### src/aercr_regs.vh
`ifndef AERCR_REGS_VH
`define AERCR_REGS_VH
// ==========================================================
// Register map
`define AERCR_ADDR_W 12
`define AERCR_OFF_FLAGS 12'h110
`define AERCR_OFF_MASK 12'h114
`define AERCR_OFF_CTRL 12'h118
`define AERCR_OFF_HLOG0 12'h11C
`define AERCR_OFF_HLOG1 12'h120
`define AERCR_OFF_HLOG2 12'h124
`define AERCR_OFF_HLOG3 12'h128
`define AERCR_OFF_IRQ_STAT 12'h140
`define AERCR_OFF_IRQ_CLR 12'h144
`define AERCR_OFF_IRQ_EN 12'h148
// ==========================================================
// Field layout
`define AERCR_BIT_RCV 0
`define AERCR_BIT_BADPKT 6
`define AERCR_BIT_BADLNK 7
`define AERCR_BIT_ROLL 8
`define AERCR_BIT_RTO 12
`define AERCR_BIT_ADV 13
`define AERCR_CORR_IMPL 32'h0000_31C1
`define AERCR_MASK_RST 32'h0000_2000
`define AERCR_PTR_HI 4
`define AERCR_PTR_LO 0
`define AERCR_BIT_GCAP 5
`define AERCR_BIT_GEN 6
`define AERCR_BIT_CCAP 7
`define AERCR_BIT_CHK 8
`define AERCR_CTRL_RST 32'h0000_00A0
`define AERCR_CAP_RST 1'b1
`define AERCR_IRQ_W 6
`define AERCR_RESP_OKAY 2'b00
`define AERCR_RESP_SLVERR 2'b10
`define AERCR_ZERO32 32'h0000_0000
`endif

### src/aercr_regs.v
// Chosen here: register access over AXI4-Lite.
`timescale 1ns/1ps
`include "aercr_regs.vh"
// What this block does
// - Receiver error sets flag bit 0.
// - Bad packet sets flag bit 6.
// - Bad link packet sets flag bit 7.
// - Replay rollover sets flag bit 8.
// - Replay timeout sets flag bit 12.
// - Advisory non-fatal error sets flag bit 13.
// - Flags reset zero, write-one clears, sticky.
// - Masked events are not reported upstream.
// - Mask sticky RW, advisory bit resets one.
// - First error index, read-only sticky, resets zero.
// - Generation capable bit, resets one, lockable.
// - Generation enable drives ECRC generation.
// - Check capable bit, resets one, lockable.
// - Check enable drives ECRC checking.
// - Capture header of first uncorrectable error.
module aercr_regs (
  input wire clk, // 125 MHz clock
  input wire sys_rst, // synchronous reset, active high
  input wire sticky_rst, // fundamental reset, clears sticky state
  input wire [11:0] s_axi_awaddr, // write address
  input wire s_axi_awvalid, // write address valid
  output reg s_axi_awready, // write address ready
  input wire [31:0] s_axi_wdata, // write data
  input wire [3:0] s_axi_wstrb, // write byte strobes
  input wire s_axi_wvalid, // write data valid
  output reg s_axi_wready, // write data ready
  output reg [1:0] s_axi_bresp, // write response
  output reg s_axi_bvalid, // write response valid
  input wire s_axi_bready, // write response ready
  input wire [11:0] s_axi_araddr, // read address
  input wire s_axi_arvalid, // read address valid
  output reg s_axi_arready, // read address ready
  output reg [31:0] s_axi_rdata, // read data
  output reg [1:0] s_axi_rresp, // read response
  output reg s_axi_rvalid, // read data valid
  input wire s_axi_rready, // read data ready
  input wire receiver_error, // pulse: receiver error seen
  input wire bad_packet, // pulse: bad transaction packet
  input wire bad_link_packet, // pulse: bad link packet
  input wire replay_rollover, // pulse: replay number rolled over
  input wire replay_timeout, // pulse: replay timer expired
  input wire advisory_nonfatal, // pulse: advisory non-fatal error
  input wire uncorr_first, // pulse: first uncorrectable error reported
  input wire [4:0] uncorr_index, // bit index of that error
  input wire [127:0] uncorr_header, // header of offending packet
  input wire reg_lock, // high locks the capable bits
  output reg corr_report, // pulse: unmasked correctable event to report
  output reg crc_gen_enable, // ECRC generation enabled
  output reg crc_check_enable, // ECRC checking enabled
  output reg irq // interrupt level
);
  // ==========================================================
  // State
  reg [31:0] flags_ff;
  reg [31:0] mask_ff;
  reg [4:0] first_error_index_ff;
  reg crc_gen_capable_ff;
  reg crc_gen_enable_ff;
  reg crc_check_capable_ff;
  reg crc_check_enable_ff;
  reg [127:0] hlog_ff;
  reg [5:0] irq_stat_ff;
  reg [5:0] irq_en_ff;
  reg aw_hold_ff;
  reg w_hold_ff;
  reg [11:0] awaddr_ff;
  reg [31:0] wdata_ff;
  reg [3:0] wstrb_ff;
  wire [5:0] ev;
  wire [31:0] ev_vec;
  wire [11:0] waddr;
  wire unmasked;
  reg [31:0] rd_mux;
  reg rd_hit;
  reg wr_hit;
  reg [31:0] ctrl_word;
  localparam [31:0] FLAG_IMPL = `AERCR_CORR_IMPL;
  localparam [31:0] MASK_RESET = `AERCR_MASK_RST;

  assign ev = {advisory_nonfatal, replay_timeout, replay_rollover, bad_link_packet, bad_packet, receiver_error};
  // Each event lands on its own flag position.
  assign ev_vec = ({31'h0000_0000, ev[0]} << `AERCR_BIT_RCV)
    | ({31'h0000_0000, ev[1]} << `AERCR_BIT_BADPKT)
    | ({31'h0000_0000, ev[2]} << `AERCR_BIT_BADLNK)
    | ({31'h0000_0000, ev[3]} << `AERCR_BIT_ROLL)
    | ({31'h0000_0000, ev[4]} << `AERCR_BIT_RTO)
    | ({31'h0000_0000, ev[5]} << `AERCR_BIT_ADV);
  assign unmasked = |(ev_vec & ~mask_ff & `AERCR_CORR_IMPL);

  // ==========================================================
  // AXI4-Lite write path
  // Address and data are latched independently so either may come first.
  assign waddr = aw_hold_ff ? awaddr_ff : s_axi_awaddr;

  always @* begin
    case (waddr)
      `AERCR_OFF_FLAGS, `AERCR_OFF_MASK, `AERCR_OFF_CTRL, `AERCR_OFF_HLOG0, `AERCR_OFF_HLOG1,
      `AERCR_OFF_HLOG2, `AERCR_OFF_HLOG3, `AERCR_OFF_IRQ_STAT, `AERCR_OFF_IRQ_CLR,
      `AERCR_OFF_IRQ_EN: wr_hit = 1'b1;
      default: wr_hit = 1'b0;
    endcase
  end

  always @(posedge clk) begin
    if (sys_rst) begin
      s_axi_awready <= 1'b0;
      s_axi_wready <= 1'b0;
      s_axi_bvalid <= 1'b0;
      s_axi_bresp <= `AERCR_RESP_OKAY;
      aw_hold_ff <= 1'b0;
      w_hold_ff <= 1'b0;
      awaddr_ff <= 12'h000;
      wdata_ff <= `AERCR_ZERO32;
      wstrb_ff <= 4'h0;
    end else begin
      s_axi_awready <= ~aw_hold_ff & ~s_axi_awready & s_axi_awvalid & ~s_axi_bvalid;
      s_axi_wready <= ~w_hold_ff & ~s_axi_wready & s_axi_wvalid & ~s_axi_bvalid;
      if (s_axi_awvalid & s_axi_awready) begin
        aw_hold_ff <= 1'b1;
        awaddr_ff <= s_axi_awaddr;
      end
      if (s_axi_wvalid & s_axi_wready) begin
        w_hold_ff <= 1'b1;
        wdata_ff <= s_axi_wdata;
        wstrb_ff <= s_axi_wstrb;
      end
      if (aw_hold_ff & w_hold_ff & ~s_axi_bvalid) begin
        s_axi_bvalid <= 1'b1;
        s_axi_bresp <= wr_hit ? `AERCR_RESP_OKAY : `AERCR_RESP_SLVERR;
        aw_hold_ff <= 1'b0;
        w_hold_ff <= 1'b0;
      end else if (s_axi_bvalid & s_axi_bready) begin
        s_axi_bvalid <= 1'b0;
      end
    end
  end

  wire commit;
  assign commit = aw_hold_ff & w_hold_ff & ~s_axi_bvalid;
  wire wr_flags;
  wire wr_mask;
  wire wr_ctrl;
  wire wr_iclr;
  wire wr_ien;
  assign wr_flags = commit & (awaddr_ff == `AERCR_OFF_FLAGS);
  assign wr_mask = commit & (awaddr_ff == `AERCR_OFF_MASK);
  assign wr_ctrl = commit & (awaddr_ff == `AERCR_OFF_CTRL);
  assign wr_iclr = commit & (awaddr_ff == `AERCR_OFF_IRQ_CLR);
  assign wr_ien = commit & (awaddr_ff == `AERCR_OFF_IRQ_EN);
  wire [31:0] cw;
  wire [31:0] cm;
  // Byte strobes widen to a bit mask so a partial write leaves the other bytes alone.
  genvar gb;
  generate
    for (gb = 0; gb < 4; gb = gb + 1) begin : g_strb
      assign cm[8 * gb +: 8] = {8{wstrb_ff[gb]}};
      assign cw[8 * gb +: 8] = {8{wstrb_ff[gb]}} & wdata_ff[8 * gb +: 8];
    end
  endgenerate

  // ==========================================================
  // Sticky error state
  // Only the fundamental reset clears these, so a hot reset leaves logs intact.
  always @(posedge clk) begin
    if (sticky_rst) begin
      first_error_index_ff <= 5'h00;
      crc_gen_enable_ff <= 1'b0;
      crc_check_enable_ff <= 1'b0;
      hlog_ff <= {4{`AERCR_ZERO32}};
    end else begin
      if (wr_ctrl & cm[`AERCR_BIT_GEN])
        crc_gen_enable_ff <= cw[`AERCR_BIT_GEN];
      if (wr_ctrl & cm[`AERCR_BIT_CHK])
        crc_check_enable_ff <= cw[`AERCR_BIT_CHK];
      if (uncorr_first) begin
        first_error_index_ff <= uncorr_index;
        hlog_ff <= uncorr_header;
      end
    end
  end

  // ==========================================================
  // Correctable error flags and their mask, one bit per position
  // Positions that carry no event are held at zero, so reserved bits read zero.
  // A new event wins over a clear in the same cycle, so no error is ever lost.
  genvar gf;
  generate
    for (gf = 0; gf < 32; gf = gf + 1) begin : g_flag
      if (FLAG_IMPL[gf]) begin : g_live
        always @(posedge clk) begin
          if (sticky_rst) begin
            flags_ff[gf] <= 1'b0;
          end else if (ev_vec[gf]) begin
            flags_ff[gf] <= 1'b1;
          end else if (wr_flags & cw[gf]) begin
            flags_ff[gf] <= 1'b0;
          end
        end
        always @(posedge clk) begin
          if (sticky_rst) begin
            mask_ff[gf] <= MASK_RESET[gf];
          end else if (wr_mask & cm[gf]) begin
            mask_ff[gf] <= cw[gf];
          end
        end
      end else begin : g_rsvd
        always @(posedge clk) begin
          flags_ff[gf] <= 1'b0;
          mask_ff[gf] <= 1'b0;
        end
      end
    end
  endgenerate

  // ==========================================================
  // Lockable capability bits, non-sticky
  always @(posedge clk) begin
    if (sys_rst) begin
      crc_gen_capable_ff <= `AERCR_CAP_RST;
      crc_check_capable_ff <= `AERCR_CAP_RST;
    end else if (wr_ctrl & ~reg_lock) begin
      if (cm[`AERCR_BIT_GCAP])
        crc_gen_capable_ff <= cw[`AERCR_BIT_GCAP];
      if (cm[`AERCR_BIT_CCAP])
        crc_check_capable_ff <= cw[`AERCR_BIT_CCAP];
    end
  end

  // ==========================================================
  // Interrupt status, clear and enable
  genvar gi;
  generate
    for (gi = 0; gi < `AERCR_IRQ_W; gi = gi + 1) begin : g_irq
      always @(posedge clk) begin
        if (sys_rst) begin
          irq_stat_ff[gi] <= 1'b0;
          irq_en_ff[gi] <= 1'b0;
        end else begin
          if (ev[gi])
            irq_stat_ff[gi] <= 1'b1;
          else if (wr_iclr & cw[gi])
            irq_stat_ff[gi] <= 1'b0;
          if (wr_ien & cm[gi])
            irq_en_ff[gi] <= cw[gi];
        end
      end
    end
  endgenerate

  // ==========================================================
  // Registered outputs
  always @(posedge clk) begin
    if (sys_rst) begin
      corr_report <= 1'b0;
      crc_gen_enable <= 1'b0;
      crc_check_enable <= 1'b0;
      irq <= 1'b0;
    end else begin
      corr_report <= unmasked;
      crc_gen_enable <= crc_gen_enable_ff;
      crc_check_enable <= crc_check_enable_ff;
      irq <= |(irq_stat_ff & irq_en_ff);
    end
  end

  // ==========================================================
  // Control word as software sees it
  // Fields are placed by name so a moved field cannot shift its neighbour.
  always @* begin
    ctrl_word = `AERCR_ZERO32;
    ctrl_word[`AERCR_PTR_HI:`AERCR_PTR_LO] = first_error_index_ff;
    ctrl_word[`AERCR_BIT_GCAP] = crc_gen_capable_ff;
    ctrl_word[`AERCR_BIT_GEN] = crc_gen_enable_ff;
    ctrl_word[`AERCR_BIT_CCAP] = crc_check_capable_ff;
    ctrl_word[`AERCR_BIT_CHK] = crc_check_enable_ff;
  end

  // ==========================================================
  // AXI4-Lite read path
  always @* begin
    rd_hit = 1'b1;
    case (s_axi_araddr)
      `AERCR_OFF_FLAGS: rd_mux = flags_ff;
      `AERCR_OFF_MASK: rd_mux = mask_ff;
      `AERCR_OFF_CTRL: rd_mux = ctrl_word;
      `AERCR_OFF_HLOG0: rd_mux = hlog_ff[31:0];
      `AERCR_OFF_HLOG1: rd_mux = hlog_ff[63:32];
      `AERCR_OFF_HLOG2: rd_mux = hlog_ff[95:64];
      `AERCR_OFF_HLOG3: rd_mux = hlog_ff[127:96];
      `AERCR_OFF_IRQ_STAT: rd_mux = {26'h000_0000, irq_stat_ff};
      `AERCR_OFF_IRQ_CLR: rd_mux = `AERCR_ZERO32;
      `AERCR_OFF_IRQ_EN: rd_mux = {26'h000_0000, irq_en_ff};
      default: begin
        rd_mux = `AERCR_ZERO32;
        rd_hit = 1'b0;
      end
    endcase
  end

  always @(posedge clk) begin
    if (sys_rst) begin
      s_axi_arready <= 1'b0;
      s_axi_rvalid <= 1'b0;
      s_axi_rdata <= `AERCR_ZERO32;
      s_axi_rresp <= `AERCR_RESP_OKAY;
    end else begin
      s_axi_arready <= s_axi_arvalid & ~s_axi_arready & ~s_axi_rvalid;
      if (s_axi_arvalid & s_axi_arready) begin
        s_axi_rvalid <= 1'b1;
        s_axi_rdata <= rd_mux;
        s_axi_rresp <= rd_hit ? `AERCR_RESP_OKAY : `AERCR_RESP_SLVERR;
      end else if (s_axi_rvalid & s_axi_rready) begin
        s_axi_rvalid <= 1'b0;
      end
    end
  end
endmodule // aercr_regs

### config.mk
export PLATFORM = sky130hd
export DESIGN_NAME = aercr_regs
export DESIGN_NICKNAME = d
export VERILOG_FILES = /design/src/aercr_regs.v
export VERILOG_INCLUDE_DIRS = /design/src
export SDC_FILE = /design/constraint.sdc
export NUM_CORES = 1
export LEC_CHECK = 0
export BUFFER_PORTS_ARGS = -buffer_cell sky130_fd_sc_hd__buf_2
export CAP_MARGIN = 25
export CORE_AREA = 4 4 147 149
export DETAILED_ROUTE_END_ITERATION = 8
export DIE_AREA = 0 0 151 153
export HOLD_SLACK_MARGIN = 0.05
export PLACE_DENSITY = 0.72
export SYNTH_ARGS = -nofsm -noshare
export SYNTH_HDL_FRONTEND = slang
export SYNTH_SLANG_ARGS = --single-unit
### constraint.sdc
create_clock -name clk -period 2.6 [get_ports clk]
set_clock_uncertainty 0.2 [all_clocks]
set_input_delay 0.78 -clock clk [delete_from_list [all_inputs] [get_ports clk]]
set_output_delay 0.78 -clock clk [all_outputs]
set_load 0.01 [all_outputs]
==> results.txt <==
The flow ran to the end, and the final reports show no timing, DRC or antenna violations. The finished layout holds 1581 standard cells, fillers aside. The total count of hold-check failures in the final report was 0. The final-layout fill cell count came out at 1802. Post-CTS repair changed the size of 0 cells. TritonCTS built the clock tree. For this block, the via count after detailed routing is 8350. The commonest non-fill, non-tap cell in the layout is dfxtp_1. The cell area that synthesis handed to floorplanning was 0.00965 mm^2.

Class of the most critical hold timing path: flop to flop. For this run, the total global-route usage over all layers was measured as 22.2%. The tools report the buffer count from post-CTS setup fixing as 0.

For the count of routing violations after the opening detailed-route iteration, the log shows 516. For this design the static power due to leakage is 0.00542 uW. Static timing analysis puts the maximum clock frequency at 0.403 GHz. The final layout contains routed wiring with a total length of 26700 um. The count of standard-cell rows is 52, and the number of flip-flops and latches in the synthesized netlist is 231. In the synthesized netlist the async set-or-reset flop fraction comes to 0%.

Pin placement for this block handled 254 I/O pins. Yosys printed 0 warnings. Summed over all layers, the global routing overflow is 0.

The die is 153 um tall. The worst path arrival time is 2.69 ns, and the routed wirelength normalized by instance count is 16.9 um. The clock reaches the later pin of the worst-skew pair after 0.53 ns.

The total number of H-tree levels came out at 1. STA classifies the critical path endpoint as a flop. The synthesized design spends more area on one cell type than any other, namely dfxtp_1. The number of global-route vias before repair came out at 8065.

The deepest clock path buffer count is 3, and the ratio of final minimum period to clock period is 95.5%. The count of antenna-violating nets left after detailed routing is 0. The largest net degree at the start of global routing is 52. The initial antenna violation count is 6. The fraction of layout instances using a drive strength above 1 was 25.8%; the count of endpoints failing setup in the final report was 0. In this run, synthesis inferred 0 flip-flops with an integrated enable.

The first-pass iteration count of the detailed router was 5. In this run the horizontal extent of the chip is 151 um. Along the worst path, the maximum fanout reaches 8. The clock-pin slew on the worst setup and hold paths came out at 0.05 ns.

The final total power is 8020 uW. The number of clock buffers added by TritonCTS is 25. By area the synthesized netlist is led by dfxtp_1, mux2i_1, nor2_1. The power per standard cell area came out at 659 mW/mm^2. The run gives 1533 as the number of instances in the placed design.

The quantity of I/O buffers inserted on ports was 228; the cell count after synthesis was 1056. The final setup slack of the worst path came out at 0.117 ns. The number of max-slew violations in the final report is 0, and the final critical delay including setup and external delays is 2.48 ns. The critical path is of the flop to flop type. The first global-routing pass estimated 41900 um of wire. For the sequential-to-total area share from yosys stat, the log shows 47.9%. The average instance in the mapped netlist occupies 9.13 um^2. In this run the tightest slew margin relative to its limit is 53.7%. The number of library cell types mapped by synthesis was 56; the number of hold buffers added after CTS was 0. After legalization and detailed placement, the total HPWL measured 19400 um. For the pin with the worst max-slew slack, the measured transition is 0.684 ns.

The initial core utilization is 47.8%. The residual DRC count was 0; the worst slack after detailed placement was -0.172 ns. After synthesis, the largest area contributor takes up 47.9% of total cell area. The tools report the core area as 0.0202 mm^2. The critical path launch point type is a flop.

In the synthesized netlist the dominant register cell turns out to be dfxtp_1. In the layout the commonest cells are dfxtp_1, buf_2, mux2i_1, nor2_1, nand2_1. Clock sink count: 231. Via density per instance: 5.28. The root buffer cell chosen for the clock tree is clkbuf_16. After the last flow step, the layout net total stands at 1499. Setup repair after global routing left no endpoint under its margin. For the routability congestion estimate, the log shows 0.892. The die covers 0.0231 mm^2. IR analysis of the VDD net gives a maximum drop of 0.000474 V.

The post-synthesis to final-layout area growth was 26.1%; the required time reported for the critical path endpoint was 2.80 ns. Max-cap violations in this run came to 0.
[sequential cells by signal (all words and copies together) (netlist names), 5 cells and up]
register,flops
first_error_index_ff,5
mask_ff,6
wdata_ff,11
irq_stat_ff,6
s_axi_rdata,32
irq_en_ff,6
flags_ff,6
hlog_ff,128
awaddr_ff,12
[Yosys cell counts, types with 3 or more instances]
master,n
o22ai_1,4
nor4_1,3
a22oi_1,32
o21ai_1,35
clkbuf_1,43
and2_1,5
nor4b_1,7
o2bb2ai_1,3
nand3b_1,11
nand2_1,122
nand3_1,6
a221oi_1,5
inv_1,13
a211oi_1,3
o21ai_0,35
nor2_1,160
a211o_1,4
a21oi_1,44
or3b_1,3
dfxtp_1,231
or4_1,4
nor3_1,13
o221a_1,3
buf_1,18
nand2b_1,5
nor2b_1,10
mux2i_1,176
and4b_1,6
buf_2,9
buf_4,4
[routing by layer]
layer  vias up  track usage, %  part of all wire, %
li1       4147               -                    -
met1      3866            29.7                   43
met2       271            34.9                   46
met3        62            5.48                  7.6
met4         4            7.94                  3.1
met5         -               0                0.094
[critical path, stage by stage (launching register included)]
cell,delay [ns]
dfxtp_1,0.31
or4_1,0.58
or4_1,0.68
nand2b_1,0.33
o21ai_1,0.17
a21oi_1,0.08
[through the flow]
| stage | instance area (um^2) | setup TNS [ns] | util, % | hold slack, ns |
|---|---|---|---|---|
| floorplan | 9670 | -1.61 | - | 0.231 |
| global placement | 11300 | -3.61 | 56.2 | 0.230 |
| detailed placement | 11300 | -4.10 | 56.2 | 0.242 |
| CTS | 12100 | 0 | 60.2 | 0.250 |
| global route | 12200 | 0 | 60.3 | 0.262 |
| finish | 12200 | 0 | 60.3 | 0.246 |
[where the power goes]
group / internal, uW / switching [uW] / leakage (uW)
Clock: 2070 / 1420 / 0.000400
Sequential: 3700 / 92.8 / 0.00189
Combinational: 349 / 384 / 0.00313
[logic make-up after synthesis]
kind of cell | share of synthesized area, %
AO/OA/AOI/OAI | 11.7
XOR/XNOR | 0.0908
buffers and inverters | 3.89
flip-flops | 47.9
multiplexers | 18.6
other | 0.0389
AND/OR/NAND/NOR | 17.7
[worst paths after layout]
kind / from / to / slack, ns / cells past startpoint
setup / recovery: awaddr_ff[9]$_SDFFE_PP0P_ / irq_stat_ff[2]$_SDFFE_PP0P_ / 0.12 / 5
hold / removal: awaddr_ff[0]$_SDFFE_PP0P_ / awaddr_ff[0]$_SDFFE_PP0P_ / 0.25 / 2
setup reg to reg: awaddr_ff[9]$_SDFFE_PP0P_ / irq_stat_ff[2]$_SDFFE_PP0P_ / 0.12 / 5
hold reg to reg: awaddr_ff[0]$_SDFFE_PP0P_ / awaddr_ff[0]$_SDFFE_PP0P_ / 0.25 / 2
[area by class of cell]
| cell class | count | area (um^2) | area share, % |
|---|---|---|---|
| multi-input cells | 737 | 4670 | 38.4 |
| flip-flops and latches | 231 | 4620 | 38.0 |
| repair buffers | 282 | 1640 | 13.5 |
| clock buffers | 37 | 741 | 6.09 |
| well taps | 270 | 338 | 2.78 |
| clock inverters | 7 | 80.1 | 0.659 |
| inverters | 13 | 48.8 | 0.401 |
| diodes | 4 | 10.0 | 0.0823 |
Note: power is estimated with default switching activity, not from simulation.
